==> config.mk <==
export PLATFORM = sky130hd
export DESIGN_NAME = tcp_timer_top
export DESIGN_NICKNAME = d
export VERILOG_FILES = /design/src/logic/tcp_pkg.sv /design/src/logic/tcp_timer_top.sv
export SDC_FILE = /design/constraint.sdc
export NUM_CORES = 1
export LEC_CHECK = 0
export ABC_AREA = 1
export BUFFER_PORTS_ARGS = -buffer_cell sky130_fd_sc_hd__buf_2
export CORE_ASPECT_RATIO = 1.75
export CORE_UTILIZATION = 55
export CTS_CLUSTER_SIZE = 12
export DETAILED_ROUTE_END_ITERATION = 16
export PLACE_DENSITY_LB_ADDON = 0.12
export SLEW_MARGIN = 20
export SYNTH_ARGS = -nofsm -noshare
export SYNTH_HDL_FRONTEND = slang
export SYNTH_SLANG_ARGS = --single-unit
==> constraint.sdc <==
create_clock -name clock -period 3.85 [get_ports clock]
set_input_delay 0 -clock clock [delete_from_list [all_inputs] [get_ports clock]]
set_output_delay 0 -clock clock [all_outputs]
set_load 0.05 [all_outputs]
==> src/logic/tcp_pkg.sv <==
`default_nettype none
package tcp_pkg;
  localparam int TCP_NUM_INST = 4;
  localparam int TCP_CNT_W = 16;
  localparam int TCP_EVT_W = 3;
  localparam int TCP_ADR_W = 8;

  // Per-instance register window, byte offsets
  localparam logic [7:0] TCP_INST_STRIDE = 8'h20;
  localparam logic [4:0] TCP_OFS_CTRL = 5'h00;
  localparam logic [4:0] TCP_OFS_PERIOD = 5'h04;
  localparam logic [4:0] TCP_OFS_COMPARE = 5'h08;
  localparam logic [4:0] TCP_OFS_DEAD = 5'h0c;
  localparam logic [4:0] TCP_OFS_COUNT = 5'h10;
  localparam logic [4:0] TCP_OFS_CAPTURE = 5'h14;
  // Shared interrupt registers
  localparam logic [7:0] TCP_OFS_IRQ_STATUS = 8'h80;
  localparam logic [7:0] TCP_OFS_IRQ_MASK = 8'h84;

  // Event bit positions inside each instance's status group
  localparam int TCP_EVT_TC = 0;
  localparam int TCP_EVT_CMP = 1;
  localparam int TCP_EVT_CAP = 2;

  localparam logic [15:0] TCP_RST_PERIOD = 16'hffff;
  localparam logic [15:0] TCP_RST_COMPARE = 16'h0000;
  localparam logic [7:0] TCP_RST_DEAD = 8'h00;
  localparam logic [11:0] TCP_RST_CTRL = 12'h000;
  localparam logic [11:0] TCP_RST_MASK = 12'h000;
  localparam int TCP_PRESCALE = 8;

  typedef enum logic [1:0] {
    MODE_FREE = 2'b00,
    MODE_ONESHOT = 2'b01,
    MODE_GATED = 2'b10
  } tcp_mode_e;

  typedef enum logic [2:0] {
    CMP_BELOW = 3'b000,
    CMP_AT_OR_BELOW = 3'b001,
    CMP_MATCHING = 3'b010,
    CMP_AT_OR_ABOVE = 3'b011,
    CMP_ABOVE = 3'b100
  } tcp_rel_e;

  typedef enum logic [1:0] {
    CLK_SYS = 2'b00,
    CLK_PRESCALED = 2'b01,
    CLK_SRC_RISE = 2'b10,
    CLK_SRC_FALL = 2'b11
  } tcp_clk_e;

  typedef enum logic {
    ST_IDLE = 1'b0,
    ST_RUN = 1'b1
  } tcp_run_e;

  // Control register, bit 0 upward: start, mode, rel, clkSel, compEn, irqSel
  typedef struct packed {
    logic [2:0] irqSel;
    logic compEn;
    tcp_clk_e clkSel;
    tcp_rel_e rel;
    tcp_mode_e mode;
    logic start;
  } tcp_ctrl_s;

  typedef struct packed {
    logic cap;
    logic cmp;
    logic tc;
  } tcp_evt_s;
endpackage
`default_nettype wire

==> src/logic/tcp_timer_top.sv <==
// Function
// - Each counter is a 16-bit register that only counts down on each active edge of its selected clock.
// - Four independent timer units exist, each with its own configuration and outputs.
// - Each unit picks its counting clock from several sources through its own clock select field.
// - All unit inputs and outputs are plain routable signals so any pin or internal logic can reach them.
// - Each unit drives a compare output, a terminal count output, an optional complementary output and an irq line.
// - Three run modes exist: free running, one shot, and counting under an enable input.
// - A reset input restarts the counter and a capture input latches the current count.
// - Capture keeps the full 16-bit count with no bits dropped.
// - The kill input forces the compare-driven outputs inactive for as long as it is asserted.
// - The comparator offers below, at or below, matching, at or above and above relations.
// - The period is loaded into the counter on start, on reset and at terminal count.
// - The interrupt can be raised on terminal count, on compare true or on capture, as configured.
// - In gated mode the counter decrements only while the enable input is high and holds otherwise.
// - In one-shot mode the counter reloads the period at terminal count and then stops instead of continuing.
// - Complementary outputs have a deadband in which neither is active around each transition.
//
// Design decisions made here: the placing of the registers and register access over Wishbone.
`timescale 1ns/1ps
`default_nettype none
module tcp_timer_top
  import tcp_pkg::*;
#(
  parameter int NUM_INST = TCP_NUM_INST,
  parameter int PRESCALE = TCP_PRESCALE
) (
  input wire logic clock, // System clock
  input wire logic rst_b, // Async reset, active low
  input wire logic clkEn, // Freezes all state when low
  input wire logic wb_cyc_i, // Wishbone cycle
  input wire logic wb_stb_i, // Wishbone strobe
  input wire logic wb_we_i, // Wishbone write
  input wire logic [TCP_ADR_W-1:0] wb_adr_i, // Byte address
  input wire logic [3:0] wb_sel_i, // Byte enables
  input wire logic [31:0] wb_dat_i, // Write data
  output logic [31:0] wb_dat_o, // Read data
  output logic wb_ack_o, // Acknowledge
  input wire logic [NUM_INST-1:0] srcClk, // Routed count clock sources
  input wire logic [NUM_INST-1:0] tmrEn, // Count enable for gated mode
  input wire logic [NUM_INST-1:0] tmrRst, // Counter restart
  input wire logic [NUM_INST-1:0] tmrCap, // Capture strobe
  input wire logic [NUM_INST-1:0] tmrKill, // Compare output kill
  output logic [NUM_INST-1:0] cmpOut, // Compare output with deadband
  output logic [NUM_INST-1:0] cmpComp, // Complementary compare output
  output logic [NUM_INST-1:0] tcOut, // Terminal count pulse
  output logic [NUM_INST-1:0] irqReq, // Per-unit interrupt request
  output logic irq // Combined interrupt
);
  localparam int SW = NUM_INST * TCP_EVT_W;
  localparam int PW = $clog2(PRESCALE + 1);

  tcp_ctrl_s ctrl [NUM_INST];
  logic [TCP_CNT_W-1:0] period [NUM_INST];
  logic [TCP_CNT_W-1:0] compare [NUM_INST];
  logic [7:0] dead [NUM_INST];
  logic [TCP_CNT_W-1:0] count [NUM_INST];
  logic [TCP_CNT_W-1:0] capture [NUM_INST];
  logic [SW-1:0] irqStatus;
  logic [SW-1:0] irqMask;
  logic [SW-1:0] evtAll;
  logic [SW-1:0] clrMask;
  logic [31:0] rdData;
  logic [PW-1:0] preCnt;
  logic preTick;
  logic wrCommit;

  function automatic logic relTrue(input tcp_rel_e rel, input logic [TCP_CNT_W-1:0] a,
                                   input logic [TCP_CNT_W-1:0] b);
    case (rel)
      CMP_BELOW: relTrue = a < b;
      CMP_AT_OR_BELOW: relTrue = a <= b;
      CMP_MATCHING: relTrue = a == b;
      CMP_AT_OR_ABOVE: relTrue = a >= b;
      CMP_ABOVE: relTrue = a > b;
      default: relTrue = 1'b0;
    endcase
  endfunction

  function automatic logic [31:0] mergeBytes(input logic [31:0] old, input logic [31:0] wr,
                                             input logic [3:0] sel);
    logic [31:0] res;
    res = old;
    for (int b = 0; b < 4; b++) begin
      if (sel[b]) begin
        res[8*b +: 8] = wr[8*b +: 8];
      end
    end
    mergeBytes = res;
  endfunction

  // Narrow merges keep the upper lanes from leaking into short registers
  function automatic logic [15:0] merge16(input logic [15:0] old, input logic [31:0] wr, input logic [3:0] sel);
    logic [31:0] full;
    full = mergeBytes(32'(old), wr, sel);
    merge16 = full[15:0];
  endfunction

  function automatic logic [11:0] merge12(input logic [11:0] old, input logic [31:0] wr, input logic [3:0] sel);
    logic [31:0] full;
    full = mergeBytes(32'(old), wr, sel);
    merge12 = full[11:0];
  endfunction

  function automatic logic [7:0] merge8(input logic [7:0] old, input logic [31:0] wr, input logic [3:0] sel);
    logic [31:0] full;
    full = mergeBytes(32'(old), wr, sel);
    merge8 = full[7:0];
  endfunction

  // Instance window hit: true when the word-aligned address belongs to instance k
  function automatic logic instHit(input logic [TCP_ADR_W-1:0] adr, input int k);
    instHit = (adr[7:5] == 3'(k)) && (adr[1:0] == 2'b00);
  endfunction

  assign wrCommit = wb_cyc_i & wb_stb_i & wb_we_i & wb_ack_o;

  // Shared prescaled tick source
  always_ff @(posedge clock or negedge rst_b) begin
    if (!rst_b) begin
      preCnt <= '0;
      preTick <= 1'b0;
    end else if (clkEn) begin
      preTick <= (preCnt == PW'(PRESCALE - 1));
      preCnt <= (preCnt == PW'(PRESCALE - 1)) ? '0 : preCnt + PW'(1);
    end
  end

  always_comb begin
    rdData = 32'h0000_0000;
    for (int k = 0; k < NUM_INST; k++) begin
      if (instHit(wb_adr_i, k)) begin
        case (wb_adr_i[4:0])
          TCP_OFS_CTRL: rdData = 32'(ctrl[k]);
          TCP_OFS_PERIOD: rdData = 32'(period[k]);
          TCP_OFS_COMPARE: rdData = 32'(compare[k]);
          TCP_OFS_DEAD: rdData = 32'(dead[k]);
          TCP_OFS_COUNT: rdData = 32'(count[k]);
          TCP_OFS_CAPTURE: rdData = 32'(capture[k]);
          default: rdData = 32'h0000_0000;
        endcase
      end
    end
    if (wb_adr_i == TCP_OFS_IRQ_STATUS) begin
      rdData = 32'(irqStatus);
    end
    if (wb_adr_i == TCP_OFS_IRQ_MASK) begin
      rdData = 32'(irqMask);
    end
  end

  // Bus slave and writable registers; unmapped addresses ack and read zero
  always_ff @(posedge clock or negedge rst_b) begin
    if (!rst_b) begin
      wb_ack_o <= 1'b0;
      wb_dat_o <= 32'h0000_0000;
      irqMask <= SW'(TCP_RST_MASK);
      for (int k = 0; k < NUM_INST; k++) begin
        ctrl[k] <= tcp_ctrl_s'(TCP_RST_CTRL);
        period[k] <= TCP_RST_PERIOD;
        compare[k] <= TCP_RST_COMPARE;
        dead[k] <= TCP_RST_DEAD;
      end
    end else if (clkEn) begin
      wb_ack_o <= wb_cyc_i & wb_stb_i & ~wb_ack_o;
      if (wb_cyc_i & wb_stb_i & ~wb_ack_o) begin
        wb_dat_o <= rdData;
      end
      if (wrCommit) begin
        for (int k = 0; k < NUM_INST; k++) begin
          if (instHit(wb_adr_i, k)) begin
            case (wb_adr_i[4:0])
              TCP_OFS_CTRL: ctrl[k] <= tcp_ctrl_s'(merge12(12'(ctrl[k]), wb_dat_i, wb_sel_i));
              TCP_OFS_PERIOD: period[k] <= merge16(period[k], wb_dat_i, wb_sel_i);
              TCP_OFS_COMPARE: compare[k] <= merge16(compare[k], wb_dat_i, wb_sel_i);
              TCP_OFS_DEAD: dead[k] <= merge8(dead[k], wb_dat_i, wb_sel_i);
              default: ;
            endcase
          end
        end
        if (wb_adr_i == TCP_OFS_IRQ_MASK) begin
          irqMask <= SW'(mergeBytes(32'(irqMask), wb_dat_i, wb_sel_i));
        end
      end
    end
  end

  always_comb begin
    clrMask = '0;
    if (wrCommit && wb_adr_i == TCP_OFS_IRQ_STATUS) begin
      clrMask = SW'(mergeBytes(32'h0000_0000, wb_dat_i, wb_sel_i));
    end
  end

  // Sticky status: a new event in the clearing cycle survives
  always_ff @(posedge clock or negedge rst_b) begin
    if (!rst_b) begin
      irqStatus <= '0;
      irq <= 1'b0;
    end else if (clkEn) begin
      irqStatus <= (irqStatus & ~clrMask) | evtAll;
      irq <= |(((irqStatus & ~clrMask) | evtAll) & irqMask);
    end
  end

  genvar gi;
  generate
    for (gi = 0; gi < NUM_INST; gi++) begin : g_unit
      tcp_run_e runState;
      tcp_evt_s evt;
      logic startQ, rstQ, capQ, srcQ;
      logic tick, startRise, rstRise, capRise, cmpRaw, cmpPrev;
      logic [7:0] dbCnt;
      logic [SW-1:0] grpMask;

      assign startRise = ctrl[gi].start & ~startQ;
      assign rstRise = tmrRst[gi] & ~rstQ;
      assign capRise = tmrCap[gi] & ~capQ;
      assign cmpRaw = relTrue(ctrl[gi].rel, count[gi], compare[gi]);
      assign grpMask = SW'({TCP_EVT_W{1'b1}}) << (gi * TCP_EVT_W);
      assign evtAll[gi*TCP_EVT_W +: TCP_EVT_W] = {evt.cap, evt.cmp, evt.tc} & ctrl[gi].irqSel;

      always_comb begin
        case (ctrl[gi].clkSel)
          CLK_SYS: tick = 1'b1;
          CLK_PRESCALED: tick = preTick;
          CLK_SRC_RISE: tick = srcClk[gi] & ~srcQ;
          CLK_SRC_FALL: tick = ~srcClk[gi] & srcQ;
          default: tick = 1'b0;
        endcase
      end

      // Routed inputs are plain synchronous levels; restart, capture and source clock are edge detected here
      always_ff @(posedge clock or negedge rst_b) begin
        if (!rst_b) begin
          startQ <= 1'b0;
          rstQ <= 1'b0;
          capQ <= 1'b0;
          srcQ <= 1'b0;
        end else if (clkEn) begin
          startQ <= ctrl[gi].start;
          rstQ <= tmrRst[gi];
          capQ <= tmrCap[gi];
          srcQ <= srcClk[gi];
        end
      end

      // Down counter and run control
      always_ff @(posedge clock or negedge rst_b) begin
        if (!rst_b) begin
          count[gi] <= TCP_RST_PERIOD;
          runState <= ST_IDLE;
          evt.tc <= 1'b0;
          tcOut[gi] <= 1'b0;
        end else if (clkEn) begin
          evt.tc <= 1'b0;
          tcOut[gi] <= 1'b0;
          if (!ctrl[gi].start) begin
            runState <= ST_IDLE;
            if (rstRise) begin
              count[gi] <= period[gi];
            end
          end else if (startRise || rstRise) begin
            count[gi] <= period[gi];
            runState <= ST_RUN;
          end else begin
            case (runState)
              ST_RUN: begin
                if (tick && (ctrl[gi].mode != MODE_GATED || tmrEn[gi])) begin
                  if (count[gi] == '0) begin
                    count[gi] <= period[gi];
                    evt.tc <= 1'b1;
                    tcOut[gi] <= 1'b1;
                    if (ctrl[gi].mode == MODE_ONESHOT) begin
                      runState <= ST_IDLE;
                    end
                  end else begin
                    count[gi] <= count[gi] - 16'h0001;
                  end
                end
              end
              ST_IDLE: runState <= ST_IDLE;
              default: runState <= ST_IDLE;
            endcase
          end
        end
      end

      always_ff @(posedge clock or negedge rst_b) begin
        if (!rst_b) begin
          capture[gi] <= 16'h0000;
          evt.cap <= 1'b0;
        end else if (clkEn) begin
          evt.cap <= capRise;
          if (capRise) begin
            capture[gi] <= count[gi];
          end
        end
      end

      // Deadband: both outputs idle for dead[]+1 cycles from each compare edge
      always_ff @(posedge clock or negedge rst_b) begin
        if (!rst_b) begin
          cmpPrev <= 1'b0;
          evt.cmp <= 1'b0;
          dbCnt <= 8'h00;
          cmpOut[gi] <= 1'b0;
          cmpComp[gi] <= 1'b0;
        end else if (clkEn) begin
          cmpPrev <= cmpRaw;
          evt.cmp <= cmpRaw & ~cmpPrev;
          if (cmpRaw != cmpPrev) begin
            dbCnt <= dead[gi];
          end else if (dbCnt != 8'h00) begin
            dbCnt <= dbCnt - 8'h01;
          end
          if (tmrKill[gi] || cmpRaw != cmpPrev || dbCnt != 8'h00) begin
            cmpOut[gi] <= 1'b0;
            cmpComp[gi] <= 1'b0;
          end else begin
            cmpOut[gi] <= cmpRaw;
            cmpComp[gi] <= ~cmpRaw & ctrl[gi].compEn;
          end
        end
      end

      always_ff @(posedge clock or negedge rst_b) begin
        if (!rst_b) begin
          irqReq[gi] <= 1'b0;
        end else if (clkEn) begin
          irqReq[gi] <= |(((irqStatus & ~clrMask) | evtAll) & irqMask & grpMask);
        end
      end
    end
  endgenerate
endmodule
`default_nettype wire

==> metrics.md, run 1 <==
| Metric | Value |
|---|---|
| DRT Pass-1 Iters | `6` |
| Asr flop ratio synth | `1.00` |
| Sw Share | `0.299` |
| Net Sw Power | `3620 uW` |
| Max_cap viols | `0` |
| Total Die Area | `0.0471 mm^2` |
| Largest buffer count on any clock path | `3` |
| Post-DP HPWL | `61700 um` |
| Pwr dens | `427 mW/mm^2` |
| Post-synth EDFFs | `0` |
| Crit share post-route | `0.895` |
| Wire per inst | `20.8 um` |
| Via count | `23600` |
| Worst vdd ir | `422 uV` |
| Worst R2R End | `g_unit[0].dbCnt[0]` |
| Syn Area/Cell | `7.52 um^2` |
| Worst R2R Setup Slack | `0.41 ns` |
| Combinational fraction of design power | `0.174` |
| Yosys warns | `0` |
| Remaining DRCs | `0` |
| Later-pin clock latency in the skew report | `0.58 ns` |
| IO Count | `120` |
| Worst-margin pin slew | `0.986 ns` |
| Worst Path Max Fanout | `13` |
| Initial antenna violation count | `1` |
| Worst Setup Start Kind | `register` |
| Largest net degree at the start of global routing | `109` |
| Max-Slew Margin vs Limit | `0.342` |
| Hold/Removal Path Class | `input port to register` |
| Sequential share of the synthesized area | `0.462` |
| WHS Path Cells | `4` |
| Starting Density | `0.560` |
| Vias in the first global route | `22900` |
| Peak Freq | `290 MHz` |
| Final WL | `85200 um` |
| Synth Cell Area | `0.0254 mm^2` |
| GRT Overall Usage | `0.369` |
| Initial DRC Count | `2173` |
| CP required | `4.30 ns` |
| Clock share of power | `0.375` |
| # Post-CTS Setup Buffers | `0` |
| Grt ovf | `0` |
| CTS tree | `done` |
| Filler cells | `4129` |
| Core footprint | `0.0454 mm^2` |
| Fin Setup TNS | `0 ns` |
| Synthesis-stage register bit count | `463` |
| PnR worst setup slack | `0.405 ns` |
| Post-DP Area | `0.0264 mm^2` |
| Clock Skews | `0.0177 ns` |
| Share of cells above drive strength 1 | `0.103` |
| Worst R2R Path Depth | `16` |
| Final #Nets | `3626` |
| Global-route wire length before repair | `129000 um` |
| Num Clock Sinks | `463` |
| Port bufs | `85` |
| Die W | `164 um` |
| RSZ-0062 raised after global routing | `no` |
| Commonest non-fill, non-tap cell in the layout | `nand2_1` |
| Hold_sp | `wb_sel_i[0]` |
| Pre-CTS WS | `0.202 ns` |
| Ys flop type | `dfrtp_1` |
| Most frequent cells in the layout | `nand2_1 (1045), o21ai_0 (549), dfrtp_1 (335), inv_1 (334), nor2_1 (241)` |
| Reg-to-Reg Start | `count[61]` |
| Seq pwr share | `0.451` |
| Routability congestion estimate | `0.973` |
| Num CTS Buffers | `47` |
| Cell count after synthesis | `3378` |
| Library cells used by synthesis | `51` |
| Setup crit end kind | `register` |
| Hold EP | `irqStatus[6]` |
| Vias per std cell | `5.76` |
| Minimum clock period | `3.44 ns` |
| Leakage | `0.0130 uW` |
| Syn-to-layout area delta | `11.6%` |
| Final hold violation count | `0` |
| Setup violations, final | `0` |
| Status | `finished clean` |
| Final Cell Area | `0.0283 mm^2` |
| Antenna viol nets, final | `0` |
| Slew Viols, Final | `0` |
| Arr. time, crit path | `3.89 ns` |
| P_int | `8480 uW` |
| Max H-tree Level | `2` |
| Die Y-Extent | `286 um` |
| CP Class | `register to register` |
| CTS root buf | `clkbuf_16` |
| # rows | `103` |
| CTS clk-pin slew, worst paths | `0.06 ns` |
[how the worst max path moves through the flow]
| stage | end | start |
|---|---|---|
| floorplan | g_unit[3].dbCnt[0] | count[0] |
| global placement | g_unit[3].dbCnt[6] | count[0] |
| detailed placement | g_unit[3].dbCnt[6] | count[0] |
| CTS | g_unit[3].dbCnt[6] | count[0] |
| global route | g_unit[3].dbCnt[6] | count[9] |
| finish | g_unit[0].dbCnt[0] | count[61] |
[critical path, stage by stage (launching register included)]
cell and delay [ns]:
dfstp_2 0.56, ha_1 0.24, a21oi_1 0.14, nor2_1 0.05, nor2_1 0.28, and2_1 0.19
nand3_1 0.07, nand2_1 0.07, nand2_1 0.05, nor2_1 0.10, nand2_1 0.21, ha_1 0.58
nand3_1 0.15, nand2_1 0.20, inv_1 0.18, o211ai_1 0.13, o21ai_0 0.12
[cells by family after synthesis]
group | synth area share
AND/OR/NAND/NOR | 0.237
AO/OA/AOI/OAI | 0.172
buffers and inverters | 0.0794
flip-flops | 0.462
adder cells (fa/ha/maj) | 0.0399
XOR/XNOR | 0.00965
other | 0.000148
[cell usage after synthesis (all sizes together) (2+ instances only)]
cell | count | share of area
nand3 | 100 | 0.020
dfrtp | 335 | 0.33
nor3 | 36 | 0.0086
buf | 57 | 0.014
nand3b | 6 | 0.0018
xnor2 | 3 | 0.0010
ha | 81 | 0.040
nand2 | 1048 | 0.16
o221ai | 6 | 0.0021
a21oi | 108 | 0.021
o211ai | 23 | 0.0068
inv | 343 | 0.051
a21o | 7 | 0.0021
o21bai | 5 | 0.0015
a221oi | 3 | 0.0010
clkinv | 3 | 0.00044
o2111ai | 6 | 0.0021
o21ai | 578 | 0.11
nand4 | 38 | 0.0094
a31oi | 23 | 0.0057
dfstp | 128 | 0.13
o21a | 2 | 0.00059
a22oi | 5 | 0.0015
nor2 | 250 | 0.038
nor4 | 6 | 0.0021
a211oi | 2 | 0.00059
xor2 | 25 | 0.0086
clkbuf | 98 | 0.014
or2 | 2 | 0.00049
o31ai | 13 | 0.0038
o22ai | 30 | 0.0074
[state kept, by name, summed over array words and instances, names as in the netlist, 16 cells and up]
register	count
capture	64
compare	64
count	64
period	64
ctrl	48
dead	32
g_unit.dbCnt	32
wb_dat_o	16
[per-stage QoR]
| step | power [uW] | hold WS, ns | utilization | instances |
|---|---|---|---|---|
| global route | 12600 | 0.0500 | 0.625 | 4089 |
| CTS | 12100 | 0.00632 | 0.624 | 4089 |
| global placement | 7470 | 0.0892 | 0.582 | 3957 |
| detailed placement | 7570 | 0.0935 | 0.582 | 3957 |
| finish | 12100 | 0.0327 | 0.625 | 4090 |
| floorplan | 6840 | -0.296 | - | 3393 |
[cell type report]
cell class,instances,area [um^2],area share
inverters,346,1300,0.0458
flip-flops and latches,463,11700,0.414
well taps,577,722,0.0255
multi-input cells,2429,11700,0.413
clock buffers,81,1400,0.0493
diodes,1,2.50,0.0000883
repair buffers,188,1390,0.0490
clock inverters,5,75.1,0.00265
[per-layer routing]
| metal | up-vias | GRT usage | part of all wire |
|---|---|---|---|
| li1 | 11200 | - | - |
| met1 | 11100 | 0.399 | 0.35 |
| met2 | 907 | 0.633 | 0.49 |
| met3 | 313 | 0.0464 | 0.052 |
| met4 | 0 | 0.313 | 0.10 |
| met5 | - | 0 | 0 |
[power groups by stage]
stage                     Clock, uW  Sequential, uW  Combinational (uW)
after floorplan                   0            5480                1370
after global placement            0            5510                1950
after detailed placement          0            5530                2040
after CTS                      4600            5450                2090
after global routing           4760            5480                2360
final                          4540            5450                2110
[timing repair]
action,CTS,global route
hold buffers,46,0
setup endpoints to repair,0,4
resized for setup,0,2
endpoints found under the hold margin,178,0
No activity file was read; power rests on OpenSTA's default activity.
==> run 2, diff against run 1 <==
Settings changed: ABC_AREA 1 to 0.
==> metrics.md, run 2 <==
| Metric | Value |
|---|---|
| Synth Area in Compound Gates | `0.171` |
| Worst R2R Path Depth | `13` |
| Initial DRC Count | `2076` |
| Initial antenna violation count | `3` |
| Sequential share of the synthesized area | `0.469` |
| Leakage | `0.0120 uW` |
| Port bufs | `85` |
| Net Sw Power | `3670 uW` |
| Worst setup startpoint | `count[37]` |
| Largest family of logic cells by synthesized area | `compound AO/OA/AOI/OAI gates` |
| Synth cell count leaders | `dfrtp_1 (335), mux2_2 (303), nand2_1 (187)` |
| Synth Cell Area | `0.0250 mm^2` |
| Worst R2R Setup Slack | `0.30 ns` |
| Routability congestion estimate | `0.962` |
| Remaining DRCs | `0` |
| CTS clk-pin slew, worst paths | `0.06 ns` |
| Max H-tree Level | `2` |
| Later-pin clock latency in the skew report | `0.57 ns` |
| Setup crit end kind | `register` |
| Ys flop type | `dfrtp_1` |
| Final #Nets | `2662` |
| Pwr dens | `439 mW/mm^2` |
| Pre-CTS WS | `0.412 ns` |
| CP Class | `register to register` |
| Crit share post-route | `0.922` |
| P_int | `8470 uW` |
| Largest buffer count on any clock path | `3` |
| Grt ovf | `0` |
| Share of cells above drive strength 1 | `0.258` |
| Minimum clock period | `3.55 ns` |
| DRT Pass-1 Iters | `9` |
| Post-Synth Adder-Cell Area | `0.0405` |
| Cell with the most instances after synthesis | `dfrtp_1` |
| Hold/Removal Path Class | `input port to async pin` |
| Syn-to-layout area delta | `10.4%` |
| RSZ-0062 raised after global routing | `no` |
| Peak Freq | `282 MHz` |
| Die W | `163 um` |
| Total Die Area | `0.0464 mm^2` |
| Wire per inst | `25.4 um` |
| Sw Share | `0.302` |
| Final core occ | `0.615` |
| CP required | `4.30 ns` |
| Area leader, netlist | `dfrtp_1` |
| Post-synth EDFFs | `0` |
| Num Clock Sinks | `463` |
| GRT Overall Usage | `0.346` |
| Core footprint | `0.0450 mm^2` |
| Clock share of power | `0.351` |
| CTS root buf | `clkbuf_16` |
| # rows | `103` |
| Status | `finished clean` |
| Share of the synthesized area in the top cell type | `0.335` |
| Cell count after synthesis | `2441` |
| Multiplexer share of the synthesized area | `0.142` |
| Final hold violation count | `0` |
| Post-Place Cells | `3009` |
| Slew Viols, Final | `0` |
| Most frequent cells in the layout | `dfrtp_1 (335), mux2_2 (303), nand2_1 (187), a21oi_1 (185), o21ai_0 (149)` |
| Max-Slew Margin vs Limit | `0.229` |
| Commonest non-fill, non-tap cell in the layout | `dfrtp_1` |
| Simple-gate area share of the yosys netlist | `0.128` |
| Clock Skews | `0.0184 ns` |
| Die Y-Extent | `284 um` |
| Library cells used by synthesis | `70` |
| Antenna viol nets, final | `0` |
| # Post-CTS Setup Buffers | `0` |
| CTS tree | `done` |
| Starting Density | `0.557` |
| Syn Area/Cell | `10.3 um^2` |
| Synth top area cells | `dfrtp_1 (33%), mux2_2 (14%), dfstp_2 (13%)` |
| Worst R2R End | `g_unit[1].dbCnt[3]` |
| PnR worst setup slack | `0.302 ns` |
| Asr flop ratio synth | `1.00` |
| Synthesis-stage register bit count | `463` |
| Vias per std cell | `6.64` |
| Arr. time, crit path | `4.00 ns` |
| Worst Path Max Fanout | `9` |
| Combinational fraction of design power | `0.181` |
| Worst-margin pin slew | `1.15 ns` |
| Finished Layout Cells | `3125` |
| PostCTS Resize Cnt | `0` |
| IO Count | `120` |
| Largest net degree at the start of global routing | `103` |
| Reg-to-Reg Start | `count[37]` |
| Seq pwr share | `0.469` |
| Num CTS Buffers | `46` |
| Global-route wire length before repair | `122000 um` |
| Via count | `20800` |
| Final WL | `79300 um` |
| Yosys warns | `0` |
| XOR/XNOR Fraction of Synth Area | `0.000350` |
| Setup violations, final | `0` |
| Worst Setup Start Kind | `register` |
| Vias in the first global route | `20900` |
| Fin Setup TNS | `0 ns` |
| Post-DP HPWL | `56100 um` |
| Worst vdd ir | `427 uV` |
| Max_cap viols | `0` |
| Filler cells | `3731` |
-- run 2: cell count changes in the layout (fill, tap and decap cells not counted), sizes merged, moves of 20 or more --
cell / before / now
xor2: 25 / 0
nor2: 250 / 107
inv: 343 / 129
o21ai: 578 / 149
nand2: 1048 / 187
a22oi: 5 / 57
a21oi: 108 / 186
a222oi: 0 / 47
nor2b: 0 / 20
mux2: 0 / 303
-- run 2: layer usage --
metal  global-route usage  vias to the layer above  wire length, um
met5                    0                        -               23
met4                0.194                        4             4890
met3               0.0544                      248             5740
met2                0.567                      939            38300
li1                     -                     9166                -
met1                0.432                    10400            30400
-- run 2: area by class of cell --
cell class / instances / area [um^2] / area share
clock inverter: 3 / 25.0 / 0.000905
clock buffer: 81 / 1330 / 0.0482
sequential: 463 / 11700 / 0.425
antenna: 1 / 2.50 / 0.0000905
tap: 577 / 722 / 0.0261
multi-input combinational: 1704 / 12200 / 0.439
timing repair buffer: 169 / 1200 / 0.0433
inverter: 127 / 477 / 0.0172
-- run 2: metrics by stage --
stage,total power (uW),hold WS [ns],instance area (um^2)
final,12100,0.00842,27700
after global routing,12700,0.0543,27700
after CTS,12200,0.00803,27600
after global placement,7810,0.0400,26000
after detailed placement,7900,0.0318,26000
after floorplan,7140,-0.296,25100
-- run 2: power by group through the flow --
stage / Sequential, uW / Combinational [uW] / Clock (uW)
after CTS: 5680 / 2180 / 4310
after detailed placement: 5760 / 2140 / 0
after global placement: 5740 / 2070 / 0
after floorplan: 5720 / 1410 / 0
after global routing: 5740 / 2420 / 4490
final: 5690 / 2190 / 4260
-- run 2: what timing repair did --
item                                   4_1_cts  5_1_grt
endpoints found under the hold margin      156        0
hold buffers                                30        0
setup endpoints to repair                    0        0
-- run 2: critical path: stages (launching register included) --
cell and delay, ns:
dfstp_2 0.61, ha_1 0.28, a21oi_1 0.15, o21ai_0 0.13
a22o_1 0.22, nor4_1 0.52, mux2i_1 0.46, inv_1 0.09
ha_1 0.35, a41oi_1 0.17, buf_4 0.19, nand3_1 0.08
o21ai_0 0.10, a21oi_1 0.09
-- run 2: cell families (layout without fill, tap and decap cells) --
logic type | count (synthesis) | in the layout
simple gates | 646 | 646
compound gates | 642 | 642
flops | 463 | 463
mux | 318 | 318
buf+inv | 289 | 380
fa+ha+maj | 81 | 81
other cells | 1 | 17
xor+xnor | 1 | 1
-- run 2: worst max path at each step --
stage,end,slack (ns),cells past startpoint
2_1_floorplan,g_unit[1].dbCnt[3],0.84,12
3_3_place_gp,g_unit[1].dbCnt[3],0.44,13
3_5_place_dp,g_unit[3].dbCnt[0],0.41,12
4_1_cts,g_unit[1].dbCnt[3],0.39,13
5_1_grt,g_unit[3].dbCnt[3],0.12,12
6_report,g_unit[1].dbCnt[3],0.30,13
==> run 3, diff against run 2 <==
Settings changed: REMOVE_ABC_BUFFERS from default to 1, SLEW_MARGIN 20 to default.
Clock period 3.85 ns to 3.8 ns, I/O delays scaled along.
==> metrics.md, run 3 (synthesis results as in run 2) <==
| Metric | Value |
|---|---|
| Crit-path slowest cell | `or4_1` |
| RSZ-0062 raised after global routing | `no` |
| Total Die Area | `0.0464 mm^2` |
| CTS tree | `done` |
| Buf/Inv on CP | `0` |
| DRT Pass-1 Iters | `8` |
| Critical path, cell by cell | `ha_1 -> nand4_1 -> or4_1 -> a31oi_1 -> o31ai_1 -> mux2_2 -> ha_1 -> nand4b_1 -> o21a_1 -> nand3_1 -> o21ai_0 -> a21oi_1` |
| Net Sw Power | `3790 uW` |
| Num CTS Buffers | `46` |
| PnR worst setup slack | `0.279 ns` |
| Post-route total power | `12400 uW` |
| Worst R2R Setup Slack | `0.28 ns` |
| Setup crit end kind | `register` |
| Final hold violation count | `0` |
| Antenna viol nets, final | `0` |
| Starting Density | `0.557` |
| Clock Skews | `0.0209 ns` |
| Final #Nets | `2683` |
| Die Y-Extent | `284 um` |
| Routability congestion estimate | `0.969` |
| Reg-to-Reg Start | `count[15]` |
| Core footprint | `0.0450 mm^2` |
| PostCTS Resize Cnt | `0` |
| # rows | `103` |
| Global-route wire length before repair | `128000 um` |
| Crit share post-route | `0.927` |
| Arr. time, crit path | `4.02 ns` |
| CP max stage delay | `0.69 ns` |
| GRT Overall Usage | `0.369` |
| Hold_sp | `tmrEn[0]` |
| Pwr dens | `446 mW/mm^2` |
| IO Count | `120` |
| Num Clock Sinks | `463` |
| Pre-CTS WS | `0.295 ns` |
| Worst setup startpoint | `count[15]` |
| Wire per inst | `26.6 um` |
| Worst R2R End | `g_unit[3].dbCnt[3]` |
| Setup violations, final | `0` |
| Worst R2R Path Depth | `12` |
| Final WL | `83800 um` |
| Filler cells | `3780` |
| Crit path max-delay family | `simple AND/OR/NAND/NOR gates` |
| Worst vdd ir | `406 uV` |
| Worst Path Max Fanout | `9` |
| Sw Share | `0.305` |
| Remaining DRCs | `0` |
| Vias per std cell | `6.69` |
| Clock share of power | `0.356` |
| Initial DRC Count | `1890` |
| CP Class | `register to register` |
| Worst-margin pin slew | `1.16 ns` |
| Most frequent cells in the layout | `dfrtp_1 (335), mux2_2 (303), nand2_1 (187), a21oi_1 (186), o21ai_0 (149)` |
| Hold slack | `0.0254 ns` |
| Commonest non-fill, non-tap cell in the layout | `dfrtp_1` |
| Leakage | `0.0121 uW` |
| CTS root buf | `clkbuf_16` |
| Hold EP | `g_unit[0].evt[0]` |
| Status | `finished clean` |
| Fin Setup TNS | `0 ns` |
| Post-DP HPWL | `58900 um` |
| Largest buffer count on any clock path | `3` |
| Combinational fraction of design power | `0.180` |
| Later-pin clock latency in the skew report | `0.58 ns` |
| Max-Slew Margin vs Limit | `0.225` |
| Max H-tree Level | `2` |
| Vias in the first global route | `21400` |
| Initial antenna violation count | `3` |
| Syn-to-layout area delta | `11.4%` |
| P_int | `8650 uW` |
| Max_cap viols | `0` |
| WHS Path Cells | `6` |
| CTS clk-pin slew, worst paths | `0.06 ns` |
| Share of cells above drive strength 1 | `0.266` |
| Final core occ | `0.620` |
| Seq pwr share | `0.464` |
| Port bufs | `85` |
| Slew Viols, Final | `0` |
| Via count | `21100` |
| Grt ovf | `0` |
| CP required | `4.30 ns` |
| Die W | `163 um` |
| Hold/Removal Path Class | `input port to register` |
| Peak Freq | `284 MHz` |
| Worst Setup Start Kind | `register` |
| Worst path most repeated cell | `ha_1` |
| Largest net degree at the start of global routing | `119` |
| Minimum clock period | `3.52 ns` |
## run 3: per-layer routing
metal  global-route usage  wire length (um)
met5                    0                 0
met4                0.337              9170
met3               0.0648              5320
met2                0.608             40400
met1                0.398             28900
## run 3: power groups by stage
stage	Sequential [uW]	Combinational, uW	Clock (uW)
after floorplan	5810	1340	0
after global placement	5820	2130	0
after detailed placement	5840	2200	0
after CTS	5760	2240	4470
after global routing	5820	2490	4660
final	5770	2250	4430
## run 3: area by class of cell
cell class | instances | area [um^2] | area share
clock inverter | 5 | 43.8 | 0.00157
sequential | 463 | 11700 | 0.421
multi-input combinational | 1704 | 12200 | 0.436
timing repair buffer | 190 | 1380 | 0.0495
clock buffer | 81 | 1360 | 0.0489
antenna | 2 | 5.00 | 0.000179
inverter | 127 | 477 | 0.0171
tap | 577 | 722 | 0.0259
## run 3: tightest hold or removal path, delay by kind of cell
family	cells	cell delay [ns]
buf+inv	1	0.11
simple gates	4	0.38
compound gates	1	0.06
## run 3: how the worst max path moves through the flow
stage / to / slack (ns) / cells after the start
after CTS: g_unit[3].dbCnt[3] / 0.30 / 12
after floorplan: wb_dat_o[7] / 0.41 / 6
final: g_unit[3].dbCnt[3] / 0.28 / 12
after detailed placement: g_unit[3].dbCnt[3] / 0.29 / 12
after global placement: g_unit[3].dbCnt[3] / 0.38 / 12
after global routing: g_unit[2].dbCnt[3] / 0.04 / 14
## run 3: per-stage QoR
step | cell area (um^2) | cells
after floorplan | 24400 | 2294
after global placement | 26200 | 3029
after detailed placement | 26200 | 3029
after CTS | 27900 | 3147
after global routing | 27900 | 3148
final | 27900 | 3149
## run 3: timing repair
item                       in CTS  in global routing
hold endpoints to repair      163                  0
setup endpoints to repair       0                  0
hold buffers                   32                  0
buffers inserted                0                  0
